==> config.mk <==
export PLATFORM = sky130hd
export DESIGN_NAME = dbac_config_regs
export DESIGN_NICKNAME = d
export VERILOG_FILES = /design/src/dbac_pkg.sv /design/src/dbac_config_regs.sv
export VERILOG_INCLUDE_DIRS = /design/src
export SDC_FILE = /design/constraint.sdc
export NUM_CORES = 1
export LEC_CHECK = 0
export BUFFER_PORTS_ARGS = -buffer_cell sky130_fd_sc_hd__buf_2
export CORE_ASPECT_RATIO = 0.9
export CORE_MARGIN = 5
export CORE_UTILIZATION = 40
export CTS_CLUSTER_DIAMETER = 80
export DETAILED_ROUTE_END_ITERATION = 16
export HOLD_SLACK_MARGIN = 0.05
export PLACE_DENSITY = 0.69
export SETUP_SLACK_MARGIN = 0.5
export SLEW_MARGIN = 10
export SYNTH_ARGS = -nofsm -noshare
export SYNTH_HDL_FRONTEND = slang
export SYNTH_SLANG_ARGS = --single-unit
==> constraint.sdc <==
create_clock -name i_clock -period 6.3 [get_ports i_clock]
set_input_delay 1.26 -clock i_clock [delete_from_list [all_inputs] [get_ports i_clock]]
set_output_delay 1.26 -clock i_clock [all_outputs]
set_load 0.03 [all_outputs]
==> src/dbac_consts.svh <==
// Purpose: offsets, field positions, reset values for the bridge/arbiter config bank
// Assumes: 32-bit apb data, one aligned word per register
// Notes: included by bare name
`ifndef DBAC_CONSTS_SVH
`define DBAC_CONSTS_SVH
`define DBAC_OFF_SIZE        12'h000
`define DBAC_OFF_BRIDGE      12'h004
`define DBAC_OFF_CORRECT     12'h008
`define DBAC_OFF_WEIGHT      12'h00c
`define DBAC_OFF_BASE        12'h010
`define DBAC_RST_SIZE        4'h1
`define DBAC_RST_BASE        16'ha000
`define DBAC_RST_BRIDGE      8'hbc
`define DBAC_RST_CORRECT     2'h0
`define DBAC_RST_WEIGHT      5'h00
`define DBAC_CODE_NONE       4'h0
`define DBAC_SIZE_MSB        3
`define DBAC_CPU_MAP_LSB     16
`define DBAC_DMA_MAP_LSB     12
`define DBAC_BUF_LEN_BIT     7
`define DBAC_CPU_REN_BIT     5
`define DBAC_CPU_WEN_BIT     4
`define DBAC_DMA_REN_BIT     3
`define DBAC_DMA_WEN_BIT     2
`define DBAC_PERIPH_DMA_MASTER_LSB        25
`define DBAC_FAB1_LSB        20
`define DBAC_FAB0_LSB        15
`define DBAC_BASE_SHIFT      15
`define DBAC_LEN_SHORT       6'h10
`define DBAC_LEN_LONG        6'h20
`endif

==> src/dbac_pkg.sv <==
// Purpose: shared types for the bridge/arbiter config bank
// Assumes: nothing beyond the consts header
// Notes: types only; numbers live in dbac_consts.svh
package dbac_pkg;
  typedef logic [3:0]  dbac_code_t;
  typedef logic [4:0]  dbac_wfield_t;
  typedef logic [5:0]  dbac_weight_t;
  typedef logic [31:0] dbac_word_t;
endpackage

==> src/dbac_config_regs.sv <==
// Purpose: apb register bank steering ddr bridge, sram correction and arbiter weights
// Assumes: single clock, synchronous active-low reset, zero-wait apb slave
// Notes: unmapped addresses read zero, writes ignored, pslverr low
//
// The APB slave port and the register offsets are this design's own decisions.
`timescale 1ns/1ps
`include "dbac_consts.svh"

// Contract
// - 4-bit size code, reset one, zero none
// - region is 64 KB times 2^(N-1)
// - cpu master map mode bits 19:16
// - fast dma map mode bits 15:12
// - bit 7 buffer length 16/32 bytes
// - bit 5 cpu read buffer enable
// - bit 4 cpu write combine enable
// - bit 3 fast dma read buffer enable
// - bit 2 fast dma write combine enable
// - bit 1 sram bank1 correction enable
// - bit 0 sram bank0 correction enable
// - periph dma weight bits 29:25
// - fabric port one weight bits 24:20
// - fabric port zero weight bits 19:15
// - weight field zero means 32
// - compare base bits with upper address bits
module dbac_config_regs #(
  parameter int ADDR_W = 12
) (
  input  wire logic                  i_clock,
  input  wire logic                  i_rstn,
  input  wire logic                  i_psel,
  input  wire logic                  i_penable,
  input  wire logic                  i_pwrite,
  input  wire logic [ADDR_W-1:0]     i_paddr,
  input  wire logic [31:0]           i_pwdata,
  input  wire logic [31:0]           i_bus_addr,
  output logic                       o_pready,
  output logic                       o_pslverr,
  output dbac_pkg::dbac_word_t       o_prdata,
  output dbac_pkg::dbac_code_t       o_uncached_region_size_code,
  output logic [15:0]                o_uncached_region_base,
  output logic [31:0]                o_uncached_region_bytes,
  output logic                       o_uncached_hit,
  output dbac_pkg::dbac_code_t       o_cpu_master_ddr_map_mode,
  output dbac_pkg::dbac_code_t       o_fast_dma_ddr_map_mode,
  output logic [5:0]                 o_bridge_buffer_length,
  output logic                       o_cpu_read_buffer_enable,
  output logic                       o_cpu_write_combine_enable,
  output logic                       o_fast_dma_read_buffer_enable,
  output logic                       o_fast_dma_write_combine_enable,
  output logic                       o_sram_bank1_correct_enable,
  output logic                       o_sram_bank0_correct_enable,
  output dbac_pkg::dbac_weight_t     o_periph_dma_arb_weight,
  output dbac_pkg::dbac_weight_t     o_fabric_port_one_arb_weight,
  output dbac_pkg::dbac_weight_t     o_fabric_port_zero_arb_weight
);
  import dbac_pkg::*;

  // elaboration guard: the base word needs five address bits, and more
  // than twelve would alias through the 12-bit compare below
  if (ADDR_W < 5 || ADDR_W > 12)
  begin : g_bad_addr_w
    $error("ADDR_W must be 5 to 12");
  end

  // stored fields; only documented bits have flops, bar bridge bits 6, 1 and 0, which writes hold at zero, so reserved bits cannot matter
  dbac_code_t   size_code_r;
  logic [15:0]  base_r;
  logic [7:0]   bridge_r;
  logic [1:0]   correct_r;
  dbac_wfield_t w_periph_dma_master_r;
  dbac_wfield_t w_fab1_r;
  dbac_wfield_t w_fab0_r;
  dbac_word_t   rdata_r;

  // address decode, apb write taken in the access phase
  wire logic [11:0] addr12   = 12'(i_paddr);
  wire logic        access   = i_psel & i_penable;
  wire logic        wr_en    = access & i_pwrite;
  wire logic        sel_size = (addr12 == `DBAC_OFF_SIZE);
  wire logic        sel_brg  = (addr12 == `DBAC_OFF_BRIDGE);
  wire logic        sel_cor  = (addr12 == `DBAC_OFF_CORRECT);
  wire logic        sel_wgt  = (addr12 == `DBAC_OFF_WEIGHT);
  wire logic        sel_base = (addr12 == `DBAC_OFF_BASE);

  // writes keep only the defined bits of each word
  wire logic [7:0]  bridge_mask = 8'hbc;
  wire logic [7:0]  bridge_wr   = i_pwdata[7:0] & bridge_mask;

  always_ff @(posedge i_clock)
  begin
    if (!i_rstn)
    begin
      size_code_r <= `DBAC_RST_SIZE;
      base_r      <= `DBAC_RST_BASE;
      bridge_r    <= `DBAC_RST_BRIDGE;
      correct_r   <= `DBAC_RST_CORRECT;
      w_periph_dma_master_r    <= `DBAC_RST_WEIGHT;
      w_fab1_r    <= `DBAC_RST_WEIGHT;
      w_fab0_r    <= `DBAC_RST_WEIGHT;
    end
    else if (wr_en)
    begin
      if (sel_size)
        size_code_r <= i_pwdata[`DBAC_SIZE_MSB:0];
      if (sel_base)
        base_r <= i_pwdata[15:0];
      if (sel_brg)
        bridge_r <= bridge_wr;
      if (sel_cor)
        correct_r <= i_pwdata[1:0];
      if (sel_wgt)
      begin
        w_periph_dma_master_r <= i_pwdata[`DBAC_PERIPH_DMA_MASTER_LSB +: 5];
        w_fab1_r <= i_pwdata[`DBAC_FAB1_LSB +: 5];
        w_fab0_r <= i_pwdata[`DBAC_FAB0_LSB +: 5];
      end
    end
  end

  // map mode fields share the bridge word but sit above the byte of flags
  dbac_code_t cpu_map_r;
  dbac_code_t dma_map_r;
  always_ff @(posedge i_clock)
  begin
    if (!i_rstn)
    begin
      cpu_map_r <= 4'h0;
      dma_map_r <= 4'h0;
    end
    else if (wr_en && sel_brg)
    begin
      cpu_map_r <= i_pwdata[`DBAC_CPU_MAP_LSB +: 4];
      dma_map_r <= i_pwdata[`DBAC_DMA_MAP_LSB +: 4];
    end
  end

  // read words; reserved bits come back zero
  wire dbac_word_t rd_size = {28'h0000000, size_code_r};
  wire dbac_word_t rd_brg  = {12'h000, cpu_map_r, dma_map_r, 4'h0, bridge_r};
  wire dbac_word_t rd_cor  = {30'h00000000, correct_r};
  wire dbac_word_t rd_wgt  = {2'h0, w_periph_dma_master_r, w_fab1_r, w_fab0_r, 15'h0000};
  wire dbac_word_t rd_base = {16'h0000, base_r};
  wire dbac_word_t rd_mux  = sel_size ? rd_size :
                             sel_brg  ? rd_brg  :
                             sel_cor  ? rd_cor  :
                             sel_wgt  ? rd_wgt  :
                             sel_base ? rd_base : 32'h00000000;

  // read data registered in the setup cycle so it is ready in the access phase
  always_ff @(posedge i_clock)
  begin
    if (!i_rstn)
      rdata_r <= 32'h00000000;
    else if (i_psel && !i_penable && !i_pwrite)
      rdata_r <= rd_mux;
  end

  assign o_pready  = 1'b1;
  assign o_pslverr = 1'b0;
  assign o_prdata  = rdata_r;

  // weight decode: field zero stands for the top weight
  function automatic dbac_weight_t weight_of(input dbac_wfield_t f);
    weight_of = (f == 5'h00) ? 6'h20 : {1'b0, f};
  endfunction

  assign o_periph_dma_arb_weight       = weight_of(w_periph_dma_master_r);
  assign o_fabric_port_one_arb_weight  = weight_of(w_fab1_r);
  assign o_fabric_port_zero_arb_weight = weight_of(w_fab0_r);

  // region length in bytes: 64 KB shifted by code minus one, zero for no region
  wire logic [4:0]  size_shift = 5'(size_code_r) + 5'd15;
  assign o_uncached_region_bytes = (size_code_r == `DBAC_CODE_NONE) ? 32'h0 :
                                   (32'h1 << size_shift);

  // hit compare: upper address bits [31:N+15] against base bits [15:N-1]
  wire logic [31:0] hi_mask = ~(o_uncached_region_bytes - 32'h1);
  // base bit k lines up with address bit k+16, so base[N-1] meets addr[N+15];
  // any further shift would drop base bit 15 and misplace every window
  wire logic [31:0] base_ext = {base_r, 16'h0000};
  wire logic [31:0] addr_hi = i_bus_addr & hi_mask;
  wire logic [31:0] base_hi = base_ext & hi_mask;
  assign o_uncached_hit = (size_code_r != `DBAC_CODE_NONE) &&
                          (addr_hi[31:0] == base_hi[31:0]);

  assign o_uncached_region_size_code     = size_code_r;
  assign o_uncached_region_base          = base_r;
  assign o_cpu_master_ddr_map_mode       = cpu_map_r;
  assign o_fast_dma_ddr_map_mode         = dma_map_r;
  assign o_bridge_buffer_length          = bridge_r[`DBAC_BUF_LEN_BIT] ?
                                           `DBAC_LEN_LONG : `DBAC_LEN_SHORT;
  assign o_cpu_read_buffer_enable        = bridge_r[`DBAC_CPU_REN_BIT];
  assign o_cpu_write_combine_enable      = bridge_r[`DBAC_CPU_WEN_BIT];
  assign o_fast_dma_read_buffer_enable   = bridge_r[`DBAC_DMA_REN_BIT];
  assign o_fast_dma_write_combine_enable = bridge_r[`DBAC_DMA_WEN_BIT];
  assign o_sram_bank1_correct_enable     = correct_r[1];
  assign o_sram_bank0_correct_enable     = correct_r[0];

  // checks on register effects
  a_size_reset: assert property (@(posedge i_clock)
    !i_rstn |=> size_code_r == 4'h1)
    else $error("size code reset wrong");
  a_region_len: assert property (@(posedge i_clock) disable iff (!i_rstn)
    size_code_r == 4'hf |-> o_uncached_region_bytes == 32'h40000000)
    else $error("code 15 not 1 GB");
  a_map_write: assert property (@(posedge i_clock) disable iff (!i_rstn)
    wr_en && sel_brg |=> cpu_map_r == $past(i_pwdata[19:16])
                         && dma_map_r == $past(i_pwdata[15:12]))
    else $error("map mode write lost");
  a_buf_len: assert property (@(posedge i_clock) disable iff (!i_rstn)
    wr_en && sel_brg && i_pwdata[7] |=> o_bridge_buffer_length == 6'h20)
    else $error("buffer length not 32");
  a_bridge_reset: assert property (@(posedge i_clock)
    !i_rstn |=> o_cpu_read_buffer_enable && o_cpu_write_combine_enable
      && o_fast_dma_read_buffer_enable && o_fast_dma_write_combine_enable)
    else $error("bridge enables not set at reset");
  a_edac_write: assert property (@(posedge i_clock) disable iff (!i_rstn)
    wr_en && sel_cor |=> o_sram_bank1_correct_enable == $past(i_pwdata[1])
      && o_sram_bank0_correct_enable == $past(i_pwdata[0]))
    else $error("correction enable write lost");
  a_weight_zero: assert property (@(posedge i_clock) disable iff (!i_rstn)
    wr_en && sel_wgt && i_pwdata[29:25] == 5'h00
      |=> o_periph_dma_arb_weight == 6'h20)
    else $error("zero weight not 32");
  a_weight_fab: assert property (@(posedge i_clock) disable iff (!i_rstn)
    wr_en && sel_wgt && i_pwdata[24:20] == 5'h03 && i_pwdata[19:15] == 5'h1f
      |=> o_fabric_port_one_arb_weight == 6'h03
          && o_fabric_port_zero_arb_weight == 6'h1f)
    else $error("fabric weight wrong");
  a_no_hit: assert property (@(posedge i_clock) disable iff (!i_rstn)
    size_code_r == 4'h0 |-> !o_uncached_hit)
    else $error("hit with no region");
  // only a read access holds bridge data; a write leaves older read data up
  a_rsvd_zero: assert property (@(posedge i_clock) disable iff (!i_rstn)
    i_psel && i_penable && !i_pwrite && sel_brg
      |-> o_prdata[31:20] == 12'h000 && o_prdata[11:8] == 4'h0
          && o_prdata[6] == 1'b0 && o_prdata[1:0] == 2'h0)
    else $error("reserved bits read nonzero");

  // writes land in the cycle after the access phase
  a_size_write: assert property (@(posedge i_clock) disable iff (!i_rstn)
    wr_en && sel_size |=> size_code_r == $past(i_pwdata[3:0]))
    else $error("size code write lost");
  a_bridge_flags: assert property (@(posedge i_clock) disable iff (!i_rstn)
    wr_en && sel_brg |=> o_cpu_read_buffer_enable == $past(i_pwdata[5])
      && o_cpu_write_combine_enable == $past(i_pwdata[4])
      && o_fast_dma_read_buffer_enable == $past(i_pwdata[3])
      && o_fast_dma_write_combine_enable == $past(i_pwdata[2]))
    else $error("bridge enable write lost");
  a_base_write: assert property (@(posedge i_clock) disable iff (!i_rstn)
    wr_en && sel_base |=> base_r == $past(i_pwdata[15:0]))
    else $error("region base write lost");
  a_weight_write: assert property (@(posedge i_clock) disable iff (!i_rstn)
    wr_en && sel_wgt |=> w_periph_dma_master_r == $past(i_pwdata[29:25])
      && w_fab1_r == $past(i_pwdata[24:20]) && w_fab0_r == $past(i_pwdata[19:15]))
    else $error("weight field write lost");

  // a reset puts every field back, whatever was written before
  a_map_reset: assert property (@(posedge i_clock)
    !i_rstn |=> o_cpu_master_ddr_map_mode == 4'h0 && o_fast_dma_ddr_map_mode == 4'h0)
    else $error("map modes not zero after reset");
  a_edac_reset: assert property (@(posedge i_clock)
    !i_rstn |=> !o_sram_bank1_correct_enable && !o_sram_bank0_correct_enable)
    else $error("correction enabled after reset");
  a_weight_reset: assert property (@(posedge i_clock)
    !i_rstn |=> o_periph_dma_arb_weight == 6'h20 && o_fabric_port_one_arb_weight == 6'h20
      && o_fabric_port_zero_arb_weight == 6'h20)
    else $error("weights not 32 after reset");

  // region window, buffer length and weight range as the far side sees them
  a_code1_len: assert property (@(posedge i_clock) disable iff (!i_rstn)
    size_code_r == 4'h1 |-> o_uncached_region_bytes == 32'h00010000)
    else $error("code 1 not 64 KB");
  a_len_short: assert property (@(posedge i_clock) disable iff (!i_rstn)
    wr_en && sel_brg && !i_pwdata[7] |=> o_bridge_buffer_length == 6'h10)
    else $error("buffer length not 16");
  a_weight_range: assert property (@(posedge i_clock) disable iff (!i_rstn)
    o_periph_dma_arb_weight inside {[6'h01:6'h20]}
      && o_fabric_port_one_arb_weight inside {[6'h01:6'h20]}
      && o_fabric_port_zero_arb_weight inside {[6'h01:6'h20]})
    else $error("weight outside 1 to 32");
  a_hit_small: assert property (@(posedge i_clock) disable iff (!i_rstn)
    size_code_r == 4'h1 && i_bus_addr[31:16] == base_r |-> o_uncached_hit)
    else $error("64 KB window missed");
  a_hit_whole: assert property (@(posedge i_clock) disable iff (!i_rstn)
    size_code_r == 4'hf |-> o_uncached_hit == (i_bus_addr[31:30] == base_r[15:14]))
    else $error("1 GB window compare wrong");

  // unmapped writes and reserved bits must not reach any field
  a_unmapped_quiet: assert property (@(posedge i_clock) disable iff (!i_rstn)
    wr_en && !(sel_size || sel_brg || sel_cor || sel_wgt || sel_base)
      |=> $stable(size_code_r) && $stable(base_r) && $stable(bridge_r)
          && $stable(correct_r) && $stable({w_periph_dma_master_r, w_fab1_r, w_fab0_r})
          && $stable({cpu_map_r, dma_map_r}))
    else $error("unmapped write changed a field");
  a_rsvd_weight: assert property (@(posedge i_clock) disable iff (!i_rstn)
    i_psel && i_penable && !i_pwrite && sel_wgt
      |-> o_prdata[31:30] == 2'h0 && o_prdata[14:0] == 15'h0000)
    else $error("weight word reserved bits nonzero");
  a_rsvd_correct: assert property (@(posedge i_clock) disable iff (!i_rstn)
    i_psel && i_penable && !i_pwrite && sel_cor |-> o_prdata[31:2] == 30'h00000000)
    else $error("correction word reserved bits nonzero");

  c_bridge_write: cover property (@(posedge i_clock) wr_en && sel_brg);
  c_weight_write: cover property (@(posedge i_clock) wr_en && sel_wgt);
  c_hit_seen: cover property (@(posedge i_clock) o_uncached_hit && size_code_r == 4'h3);
  c_read_size: cover property (@(posedge i_clock) access && !i_pwrite && sel_size);
  // a stray write must be seen to prove the bank ignores it
  c_unmapped_write: cover property (@(posedge i_clock)
    wr_en && !(sel_size || sel_brg || sel_cor || sel_wgt || sel_base));
endmodule

Word-level counts from Yosys, hierarchy flattened
Cells that the tools add are included.

word-level totals
  flip-flop bits (word level) = 82
  bits of input ports = 81
  output and inout bits = 125
  logic and storage cells = 50

cells by class
  $add $sub $neg = 2
  equality and inequality tests = 5
  shifts and indexed selects = 1
  multiplexer cells = 10
  bitwise logic cells = 5
  reductions and logical operators = 17

operator list
  cell                   number
  $mux 30                4
  $and 32x32->32         2
  $eq 32x32->1           1
  $mux 32                1
  $not 32->32            1
  $shl 1x5->32 const A   1
  $sub 32x1->32 const B  1
  $eq 12x4->1 const B    2
  $mux 6                 4
  $mux 16                1
  $logic_not 5->1        3
  $eq 12x3->1 const B    1
  $eq 12x5->1 const B    1
  $logic_not 12->1       1
  $reduce_and 2->1       5
  $add 4x4->5 const B    1
  $logic_and 1x1->1      4
  $logic_not 4->1        1
  $reduce_bool 4->1      1
  $and 1x1->1            2
  $logic_not 1->1        2

Depth between registers and ports, before layout
Gate-level depths: netlist of the first run.

  word-level depth = 8
  gate-level depth with buffers = 15
  mapped depth without buffers = 12

Worst setup path before layout of the first run
Ideal clock, no wire load.

  path kind = register to output
  from = register size_code_r[3] (netlist: o_uncached_region_size_code[3])
  to = output o_uncached_hit
  arrival = 4.338 ns
  data required time = 5.040 ns
  path slack = 0.702 ns
  stages on the path, launching flop included = 15
  path buffers = 3
  cell sequence = dfxtp_1 buf_2 clkinv_1 ha_1 and2b_1 buf_2 buf_1 nand4_1 ha_1 or3_1 and3_1 a2111o_1 a2111oi_2 o2111ai_1 nor4_2

on the way
  cells in the longest elaborated chain, start to end = 8
  elaborated cells between the ends (all ways) = 11
  those cells by class = 2 x add/sub; 1 x eq/ne; 1 x shift; 1 x mux; 3 x bitwise; 3 x reduce/logical

ends and longest elaborated chain
  item                               RTL line                                          source
  start, declared                    dbac_config_regs.sv:67                            dbac_code_t size_code_r;
  start signal, assigned             dbac_config_regs.sv:94                            size_code_r <= `DBAC_RST_SIZE;
  start signal, assigned             dbac_config_regs.sv:105                           size_code_r <= i_pwdata[`DBAC_SIZE_MSB:0];
  $add 4x4->5                        dbac_config_regs.sv:173                           wire logic [4:0] size_shift = 5'(size_code_r) + 5'd15;
  $shl 1x5->32                       dbac_config_regs.sv:175                           (32'h1 << size_shift);
  $mux 32                            dbac_config_regs.sv:174                           assign o_uncached_region_bytes = (size_code_r == `DBAC_CODE_NONE) ? 32'h0 :
  $sub 32x1->32                      dbac_config_regs.sv:178                           wire logic [31:0] hi_mask = ~(o_uncached_region_bytes - 32'h1);
  $not 32->32                        dbac_config_regs.sv:178
  $and 32x32->32 (on tied branches)  dbac_config_regs.sv:182, dbac_config_regs.sv:183
  $eq 32x32->1                       dbac_config_regs.sv:185                           (addr_hi[31:0] == base_hi[31:0]);
  $logic_and 1x1->1 *                dbac_config_regs.sv:184                           assign o_uncached_hit = (size_code_r != `DBAC_CODE_NONE) &&
  end, declared                      dbac_config_regs.sv:43                            output logic o_uncached_hit,

Every way passes the cells marked *; elsewhere a longest branch is shown, timed or not.

Worst setup path in the final report of the first run
Same ends and word-level chain as after synthesis.

==> report_table.html, run 1 <==
<table>
<tr><th>Metric</th><th>Value</th></tr>
<tr><th colspan="2">Cells and area</th></tr>
<tr><td>Most common cell after layout, fill and taps aside</td><td>sky130_fd_sc_hd__buf_2</td></tr>
<tr><td>Non-Filler Cell Area, Final</td><td>between 0.006 and 0.007 sq mm</td></tr>
<tr><td>Relative area change from synthesis to final layout</td><td>26.6%</td></tr>
<tr><td>Layout fillers</td><td>1206</td></tr>
<tr><td>Layout net count</td><td>slightly below 900</td></tr>
<tr><td>Share of post-route cells with drive strength above 1</td><td>0.307</td></tr>
<tr><td>Highest-count cells in the layout ignoring fill and taps</td><td>sky130_fd_sc_hd__buf_2, sky130_fd_sc_hd__nand2_1, sky130_fd_sc_hd__dfxtp_1</td></tr>
<tr><td>Number of diodes added for antenna fixing</td><td>0</td></tr>
<tr><th colspan="2">Detailed routing</th></tr>
<tr><td>Wire length on met3</td><td>roughly 1.4 mm</td></tr>
<tr><td>Wire per inst</td><td>roughly 17 um</td></tr>
<tr><td>Remaining design rule violation count</td><td>0</td></tr>
<tr><td>DRT antenna net count</td><td>0</td></tr>
<tr><td>Met2 wire len</td><td>6.82 mm</td></tr>
<tr><td>DRC marker count from the first detailed-route iteration</td><td>314</td></tr>
<tr><td>Number of iterations in the first detailed-routing pass</td><td>5</td></tr>
<tr><td>Routed length on met1</td><td>approximately 7.4 mm</td></tr>
<tr><td>Mean number of vias per cell</td><td>5.29</td></tr>
<tr><td>Wirelength, routed</td><td>roughly 16 mm</td></tr>
<tr><td>Total number of vias</td><td>approximately 5000</td></tr>
<tr><td>Top layer in use</td><td>met4</td></tr>
<tr><th colspan="2">Timing</th></tr>
<tr><td>Hold Violations, Final</td><td>0</td></tr>
<tr><td>Worst-Margin Slew</td><td>1.19 ns</td></tr>
<tr><td>Worst slew margin relative to its limit</td><td>0.210</td></tr>
<tr><td>WHS</td><td>roughly 0.46 ns</td></tr>
<tr><td>Max Clock Skew</td><td>about 0.0065 ns</td></tr>
<tr><td>Final critical-path required period</td><td>5.52 ns</td></tr>
<tr><td>Post-route clock period utilization</td><td>0.877</td></tr>
<tr><td>Endpoints failing setup</td><td>0</td></tr>
<tr><td>RSZ-0062 raised after global routing</td><td>false</td></tr>
<tr><td>Highest clock rate</td><td>between 150 and 200 MHz</td></tr>
<tr><td>TNS Setup</td><td>0 ns</td></tr>
<tr><td>Max Transition Viols Final</td><td>0</td></tr>
<tr><td>Crit path setup slack, layout</td><td>about 0.78 ns</td></tr>
<tr><th colspan="2">Critical path</th></tr>
<tr><td>Kind of end point of the critical path</td><td>output pin</td></tr>
<tr><td>WP data required</td><td>between 5 and 6 ns</td></tr>
<tr><td>Arrival time of the worst setup path</td><td>~4.3 ns</td></tr>
<tr><td>Number of cells on the worst reg-to-reg path</td><td>4</td></tr>
<tr><td>End of the worst register-to-register path</td><td>o_prdata[3]$_SDFFE_PN0P_</td></tr>
<tr><td>Peak per-stage delay on the critical path</td><td>~0.4 ns</td></tr>
<tr><td>Startpoint Class</td><td>flip-flop</td></tr>
<tr><td>Startpoint of the worst register-to-register path</td><td>o_uncached_region_size_code[3]$_SDFFE_PN0P_</td></tr>
<tr><td>R2r setup slk</td><td>5.07 ns</td></tr>
<tr><td>Critical-path maximum fanout</td><td>16</td></tr>
<tr><td>CP max-delay cell</td><td>sky130_fd_sc_hd__a2111o_1</td></tr>
<tr><td>Class of the most critical setup path</td><td>flip-flop to output pin</td></tr>
<tr><td>Crit-path most repeated cell</td><td>sky130_fd_sc_hd__ha_2</td></tr>
<tr><td>Cell chain of the critical path</td><td>clkinvlp_4 &gt; ha_2 &gt; nand4bb_1 &gt; or2_2 &gt; ha_2 &gt; or3_1 &gt; and3_1 &gt; a2111o_1 &gt; a2111oi_2 &gt; o2111ai_1 &gt; nor4_2 &gt; buf_2</td></tr>
<tr><th colspan="2">Min path</th></tr>
<tr><td>Hold Path Class</td><td>flip-flop to flip-flop</td></tr>
<tr><td>Terminating pin of the worst hold path</td><td>o_prdata[24]$_SDFFE_PN0P_</td></tr>
<tr><td>Start point of the worst min-delay path</td><td>o_prdata[24]$_SDFFE_PN0P_</td></tr>
<tr><td>Hold-critical path depth</td><td>2</td></tr>
<tr><th colspan="2">Global route</th></tr>
<tr><td>Initial antenna violation count</td><td>0</td></tr>
<tr><td>Pin count of the biggest net entering global routing</td><td>81</td></tr>
<tr><td>Overflow left after global routing</td><td>0</td></tr>
<tr><td>Number of global-route vias before repair</td><td>between 4000 and 5000</td></tr>
<tr><td>Global-route wire length before repair</td><td>25.6 mm</td></tr>
<tr><td>Total routing resource utilization after global routing</td><td>0.218</td></tr>
<tr><th colspan="2">Power</th></tr>
<tr><td>Final Power</td><td>~1.1 mW</td></tr>
<tr><td>Static leakage</td><td>between 2 and 3 nW</td></tr>
<tr><td>Maximum VDD drop</td><td>around 0.00011 V</td></tr>
<tr><td>Power density relative to cell area</td><td>approximately 190 mW/mm^2</td></tr>
<tr><th colspan="2">Clock tree</th></tr>
<tr><td>Clock sink count</td><td>80</td></tr>
<tr><td>CTS buffer count</td><td>9</td></tr>
<tr><td>Maximum buffer depth of the clock tree</td><td>2</td></tr>
<tr><td>Insertion delay of the later-clocked pin in the worst-skew pair</td><td>around 0.33 ns</td></tr>
<tr><td>Post-CTS repair timing setup buffer count</td><td>0</td></tr>
<tr><td>Number of instances resized during post-cts repair</td><td>1</td></tr>
<tr><td>Library cell used as clock root buffer</td><td>sky130_fd_sc_hd__clkbuf_16</td></tr>
<tr><td>Hold-fix buffers at CTS</td><td>0</td></tr>
<tr><td>H-Tree Depth</td><td>3</td></tr>
<tr><td>CTS tree</td><td>done</td></tr>
<tr><td>Clock input transition at the sequential cells of the worst setup and hold paths</td><td>roughly 0.070 ns</td></tr>
<tr><th colspan="2">Synth</th></tr>
<tr><td>Mean instance size in the synthesized netlist</td><td>around 7.6 sq um</td></tr>
<tr><td>Synth Warn #</td><td>0</td></tr>
<tr><td>Total of flip-flops plus latches after synthesis</td><td>80</td></tr>
<tr><td>Portion of the post-synthesis area used by sequential elements</td><td>0.334</td></tr>
<tr><td>Cell variety after synth</td><td>between 70 and 80</td></tr>
<tr><td>Fraction of registers with async set or reset after synthesis</td><td>0</td></tr>
<tr><td>Number of enable-type register cells in the synthesized netlist</td><td>0</td></tr>
<tr><td>Flip-flop cell with the highest count after synthesis</td><td>sky130_fd_sc_hd__dfxtp_1</td></tr>
<tr><td>Synthesized area</td><td>between 0.004 and 0.005 sq mm</td></tr>
<tr><td>Synth Instances</td><td>630</td></tr>
<tr><th colspan="2">Floorplanning</th></tr>
<tr><td>Die outline area</td><td>between 0.01 and 0.015 sq mm</td></tr>
<tr><td>I/O Pins</td><td>between 200 and 250</td></tr>
<tr><td>Die boundary height</td><td>between 100 and 150 um</td></tr>
<tr><td>Number of rows created at floorplan</td><td>38</td></tr>
<tr><td>Effective utilization at floorplan</td><td>0.404</td></tr>
<tr><td>Total core area</td><td>0.0119 sq mm</td></tr>
<tr><td>Horiz. Die Dim</td><td>125 um</td></tr>
<tr><th colspan="2">Job</th></tr>
<tr><td>Max cap viols</td><td>0</td></tr>
<tr><th colspan="2">Placement</th></tr>
<tr><td>Number of input and output port buffers inserted</td><td>a little under 200</td></tr>
<tr><td>DP Worst Slack</td><td>between 0.7 and 0.8 ns</td></tr>
<tr><td>Total placed instance area</td><td>between 0.005 and 0.006 sq mm</td></tr>
<tr><td>DPL Wire Length</td><td>between 10 and 15 mm</td></tr>
<tr><td>Weighted congestion reported at the end of routability-driven placement</td><td>a little over 0.9</td></tr>
<tr><th colspan="2">Outcome</th></tr>
<tr><td>Result of the run</td><td>complete, no violations</td></tr>
</table>
cells by family after synthesis:
family / after synthesis / share of synthesized area
XOR/XNOR: 28 / 0.0511
flip-flops: 80 / 0.334
buffers and inverters: 80 / 0.0767
adder cells (fa/ha/maj): 10 / 0.0253
AND/OR/NAND/NOR: 288 / 0.291
other: 2 / 0.00157
multiplexers: 6 / 0.0125
AO/OA/AOI/OAI: 136 / 0.208
worst max-delay path: cells and delay by family, from the launching register on:
family / cells / cell delay, ns
adder cells (fa/ha/maj): 2 / 0.63
flip-flops: 1 / 0.37
buffers and inverters: 2 / 0.50
AO/OA/AOI/OAI: 3 / 0.91
AND/OR/NAND/NOR: 5 / 1.51
Yosys cell counts, drive strengths merged (3+ instances only):
cell	number	area (sq um)
a21oi	12	60.1
nand3	28	140
buf	29	176
ha	8	100
nor3	12	70.1
nor4	6	73.8
and2	10	62.6
nor3b	11	82.6
a221oi	15	131
a211oi	4	30.0
xor2	13	114
inv	10	37.5
or2	5	31.3
or3	3	18.8
nand2b	4	25.0
a22oi	3	22.5
mux2i	6	60.1
xnor2	15	131
or4	5	41.3
nor2b	8	50.1
a21boi	52	390
nor2	49	184
dfxtp	80	1600
nand4	4	25.0
clkbuf	40	150
o21ai	18	90.1
and3	4	25.0
nand2	131	494
a211o	4	35.0
where the power goes:
part,switching [mW],internal [mW]
combinational,0.0507,0.0374
sequential,0.00174,0.509
clock,0.223,0.324
total,0.275,0.871
per-stage QoR:
step	utilization	cells
5_1_grt	0.511	948
3_5_place_dp	0.483	932
6_report	0.511	948
3_3_place_gp	0.483	932
4_1_cts	0.510	948
2_1_floorplan	-	636
layout make-up:
cell class,instances,area [sq um],share of cell area
clock buffer,10,239,0.0394
tap,160,200,0.0330
inverter,11,45.0,0.00742
multi-input combinational,476,2860,0.471
timing repair buffer,205,1050,0.173
clock inverter,6,75.1,0.0124
sequential,80,1600,0.264
metal layers:
| metal | GRT usage | up-vias |
|---|---|---|
| met5 | 0 | - |
| met4 | 0.0802 | 0 |
| met3 | 0.0655 | 26 |
| met2 | 0.319 | 214 |
| met1 | 0.303 | 2317 |
| li1 | - | 2461 |
worst max-delay path by stage:
stage,startpoint,to,slack (ns),cells past startpoint
after floorplan,o_uncached_region_size_code[3]$_SDFFE_PN0P_,o_uncached_hit,0.70,14
after global placement,o_uncached_region_size_code[3]$_SDFFE_PN0P_,o_uncached_hit,0.85,13
after detailed placement,o_uncached_region_size_code[3]$_SDFFE_PN0P_,o_uncached_hit,0.78,13
after CTS,o_uncached_region_size_code[3]$_SDFFE_PN0P_,o_uncached_hit,0.54,13
after global routing,o_uncached_region_size_code[3]$_SDFFE_PN0P_,o_uncached_hit,0.57,12
final,o_uncached_region_size_code[3]$_SDFFE_PN0P_,o_uncached_hit,0.78,12
state kept, by name, summed over array words and instances, names as in the netlist, 5 cells and up:
signal,flops
o_prdata,30
bridge_r,5
o_uncached_region_base,16
w_fab0_r,5
w_periph_dma_master_r,5
w_fab1_r,5
Power figures use the tool's default switching activity.
==> inputs of run 2 (changes only) <==
- CORE_ASPECT_RATIO: 0.9 -> default
- CORE_MARGIN: 5 -> 4
- SETUP_SLACK_MARGIN: 0.5 -> 0.3
==> report_table.html, run 2 (synthesis results as in run 1) <==
<table>
<tr><th>Metric</th><th>Value</th></tr>
<tr><th colspan="2">Outcome</th></tr>
<tr><td>Result of the run</td><td>complete, no violations</td></tr>
<tr><th colspan="2">Timing</th></tr>
<tr><td>Max Clock Skew</td><td>approximately 0.0043 ns</td></tr>
<tr><td>Post-route clock period utilization</td><td>0.901</td></tr>
<tr><td>Hold Violations, Final</td><td>0</td></tr>
<tr><td>TNS Setup</td><td>0 ns</td></tr>
<tr><td>Worst-Margin Slew</td><td>1.23 ns</td></tr>
<tr><td>Worst slew margin relative to its limit</td><td>0.182</td></tr>
<tr><td>Max Transition Viols Final</td><td>0</td></tr>
<tr><td>WHS</td><td>approximately 0.46 ns</td></tr>
<tr><td>Final critical-path required period</td><td>5.67 ns</td></tr>
<tr><td>Endpoints failing setup</td><td>0</td></tr>
<tr><td>Highest clock rate</td><td>176 MHz</td></tr>
<tr><td>RSZ-0062 raised after global routing</td><td>false</td></tr>
<tr><th colspan="2">Clock tree</th></tr>
<tr><td>Clock sink count</td><td>80</td></tr>
<tr><td>Clock input transition at the sequential cells of the worst setup and hold paths</td><td>about 0.06 ns</td></tr>
<tr><td>Post-CTS repair timing setup buffer count</td><td>0</td></tr>
<tr><td>Maximum buffer depth of the clock tree</td><td>2</td></tr>
<tr><td>CTS tree</td><td>done</td></tr>
<tr><td>Insertion delay of the later-clocked pin in the worst-skew pair</td><td>between 0.3 and 0.4 ns</td></tr>
<tr><td>Number of instances resized during post-cts repair</td><td>0</td></tr>
<tr><td>Library cell used as clock root buffer</td><td>sky130_fd_sc_hd__clkbuf_16</td></tr>
<tr><td>CTS buffer count</td><td>9</td></tr>
<tr><td>H-Tree Depth</td><td>3</td></tr>
<tr><td>Hold-fix buffers at CTS</td><td>0</td></tr>
<tr><th colspan="2">Global route</th></tr>
<tr><td>Overflow left after global routing</td><td>0</td></tr>
<tr><td>Initial antenna violation count</td><td>2</td></tr>
<tr><td>Pin count of the biggest net entering global routing</td><td>between 80 and 90</td></tr>
<tr><td>Total routing resource utilization after global routing</td><td>0.234</td></tr>
<tr><td>Global-route wire length before repair</td><td>around 26 mm</td></tr>
<tr><td>Number of global-route vias before repair</td><td>between 5000 and 6000</td></tr>
<tr><th colspan="2">Cells and area</th></tr>
<tr><td>Share of post-route cells with drive strength above 1</td><td>0.302</td></tr>
<tr><td>Relative area change from synthesis to final layout</td><td>25.8%</td></tr>
<tr><td>Most common cell after layout, fill and taps aside</td><td>sky130_fd_sc_hd__buf_2</td></tr>
<tr><td>Layout net count</td><td>about 870</td></tr>
<tr><td>Flip-flop count of the largest register, all copies and words added</td><td>30</td></tr>
<tr><td>Highest-count cells in the layout ignoring fill and taps</td><td>sky130_fd_sc_hd__buf_2, sky130_fd_sc_hd__nand2_1, sky130_fd_sc_hd__dfxtp_1</td></tr>
<tr><td>Non-Filler Cell Area, Final</td><td>approximately 0.0060 sq mm</td></tr>
<tr><td>Number of non-filler instances in the completed layout</td><td>slightly above 900</td></tr>
<tr><th colspan="2">Floorplanning</th></tr>
<tr><td>I/O Pins</td><td>206</td></tr>
<tr><td>Number of rows created at floorplan</td><td>39</td></tr>
<tr><td>Total core area</td><td>0.0116 sq mm</td></tr>
<tr><td>Die outline area</td><td>about 0.014 sq mm</td></tr>
<tr><td>Horiz. Die Dim</td><td>around 120 um</td></tr>
<tr><td>Die boundary height</td><td>about 120 um</td></tr>
<tr><td>Effective utilization at floorplan</td><td>0.415</td></tr>
<tr><th colspan="2">Job</th></tr>
<tr><td>Max cap viols</td><td>0</td></tr>
<tr><th colspan="2">Placement</th></tr>
<tr><td>DPL Wire Length</td><td>approximately 12 mm</td></tr>
<tr><td>Number of cells in the design after placement</td><td>914</td></tr>
<tr><td>Number of input and output port buffers inserted</td><td>around 200</td></tr>
<tr><td>Total placed instance area</td><td>around 0.0057 sq mm</td></tr>
<tr><td>Weighted congestion reported at the end of routability-driven placement</td><td>slightly above 1</td></tr>
<tr><th colspan="2">Critical path</th></tr>
<tr><td>Startpoint Class</td><td>flip-flop</td></tr>
<tr><td>Critical-path maximum fanout</td><td>16</td></tr>
<tr><td>Kind of end point of the critical path</td><td>output pin</td></tr>
<tr><td>Arrival time of the worst setup path</td><td>4.41 ns</td></tr>
<tr><td>Class of the most critical setup path</td><td>flip-flop to output pin</td></tr>
<tr><td>WP data required</td><td>~5.0 ns</td></tr>
<tr><td>R2r setup slk</td><td>around 5.0 ns</td></tr>
<tr><th colspan="2">Detailed routing</th></tr>
<tr><td>Mean number of vias per cell</td><td>between 5 and 6</td></tr>
<tr><td>DRC marker count from the first detailed-route iteration</td><td>420</td></tr>
<tr><td>Total number of vias</td><td>about 5200</td></tr>
<tr><td>Number of iterations in the first detailed-routing pass</td><td>6</td></tr>
<tr><td>Remaining design rule violation count</td><td>0</td></tr>
<tr><td>Wirelength, routed</td><td>about 17 mm</td></tr>
<tr><td>Wire per inst</td><td>between 15 and 20 um</td></tr>
<tr><td>DRT antenna net count</td><td>0</td></tr>
<tr><th colspan="2">Power</th></tr>
<tr><td>Static leakage</td><td>around 2.8 nW</td></tr>
<tr><td>Power density relative to cell area</td><td>between 150 and 200 mW/mm^2</td></tr>
<tr><td>Maximum VDD drop</td><td>between 0.0001 and 0.00015 V</td></tr>
<tr><th colspan="2">Min path</th></tr>
<tr><td>Hold Path Class</td><td>flip-flop to flip-flop</td></tr>
</table>
==> run 2: changes by cell type in the layout (fill, tap and decap cells not counted) <==
cell,delta
sky130_fd_sc_hd__diode_2,+1
sky130_fd_sc_hd__ha_2,-2
sky130_fd_sc_hd__nor3b_1,+1
sky130_fd_sc_hd__ha_1,+2
sky130_fd_sc_hd__buf_4,-1
sky130_fd_sc_hd__clkinv_4,+2
sky130_fd_sc_hd__clkinvlp_4,-1
sky130_fd_sc_hd__inv_6,-1
sky130_fd_sc_hd__nor3b_2,-1
==> run 2: final cells by class <==
| class | instances | area, sq um |
|---|---|---|
| Inverter | 11 | 45.0 |
| Timing Repair Buffer | 204 | 1040 |
| Clock buffer | 10 | 239 |
| Tap cell | 143 | 179 |
| Fill cell | 1153 | 5530 |
| Clock inverter | 6 | 76.3 |
| Multi-Input combinational cell | 476 | 2850 |
| Antenna cell | 1 | 2.50 |
| Sequential cell | 80 | 1600 |
==> run 2: layer usage <==
layer / track usage / wire length, um / part of all wire / vias to the layer above
met2: 0.386 / 7690 / 0.46 / 246
li1: - / - / - / 2453
met4: 0.0711 / 323 / 0.019 / 2
met3: 0.0668 / 1470 / 0.088 / 26
met1: 0.296 / 7220 / 0.43 / 2432
met5: 0 / 13 / 0.00078 / -
==> run 2: report_power, final <==
group	internal (mW)	switching (mW)
logic	0.0372	0.0508
clock network	0.324	0.219
registers	0.509	0.00190
==> run 2: stage by stage <==
stage | power (mW) | util | setup slack (ns)
final | 1.14 | 0.522 | 0.626
after global routing | 1.18 | 0.522 | 0.321
after CTS | 1.15 | 0.521 | 0.526
after detailed placement | 0.610 | 0.494 | 0.891
after global placement | 0.609 | 0.494 | 0.944
after floorplan | 0.573 | - | 0.702
==> run 2: critical path: stages, from the launching register on <==
cell and delay [ns]:
sky130_fd_sc_hd__dfxtp_1 0.37, sky130_fd_sc_hd__clkinvlp_4 0.25, sky130_fd_sc_hd__ha_1 0.27, sky130_fd_sc_hd__nand4bb_1 0.34, sky130_fd_sc_hd__or2_2 0.38, sky130_fd_sc_hd__ha_1 0.38, sky130_fd_sc_hd__nor3b_1 0.39, sky130_fd_sc_hd__nand2_1 0.10
sky130_fd_sc_hd__o2111a_1 0.24, sky130_fd_sc_hd__a2111o_1 0.29, sky130_fd_sc_hd__a2111oi_2 0.37, sky130_fd_sc_hd__o2111ai_1 0.19, sky130_fd_sc_hd__nor4_2 0.23, sky130_fd_sc_hd__buf_2 0.26
==> run 2: worst paths after layout <==
kind / start / endpoint / cells past startpoint
worst min register to register: o_prdata[8]$_SDFFE_PN0P_ / o_prdata[8]$_SDFFE_PN0P_ / 2
worst max register to register: o_uncached_region_size_code[3]$_SDFFE_PN0P_ / o_prdata[3]$_SDFFE_PN0P_ / 4
worst max-delay path: o_uncached_region_size_code[3]$_SDFFE_PN0P_ / o_uncached_hit / 13
worst min-delay path: o_prdata[8]$_SDFFE_PN0P_ / o_prdata[8]$_SDFFE_PN0P_ / 2
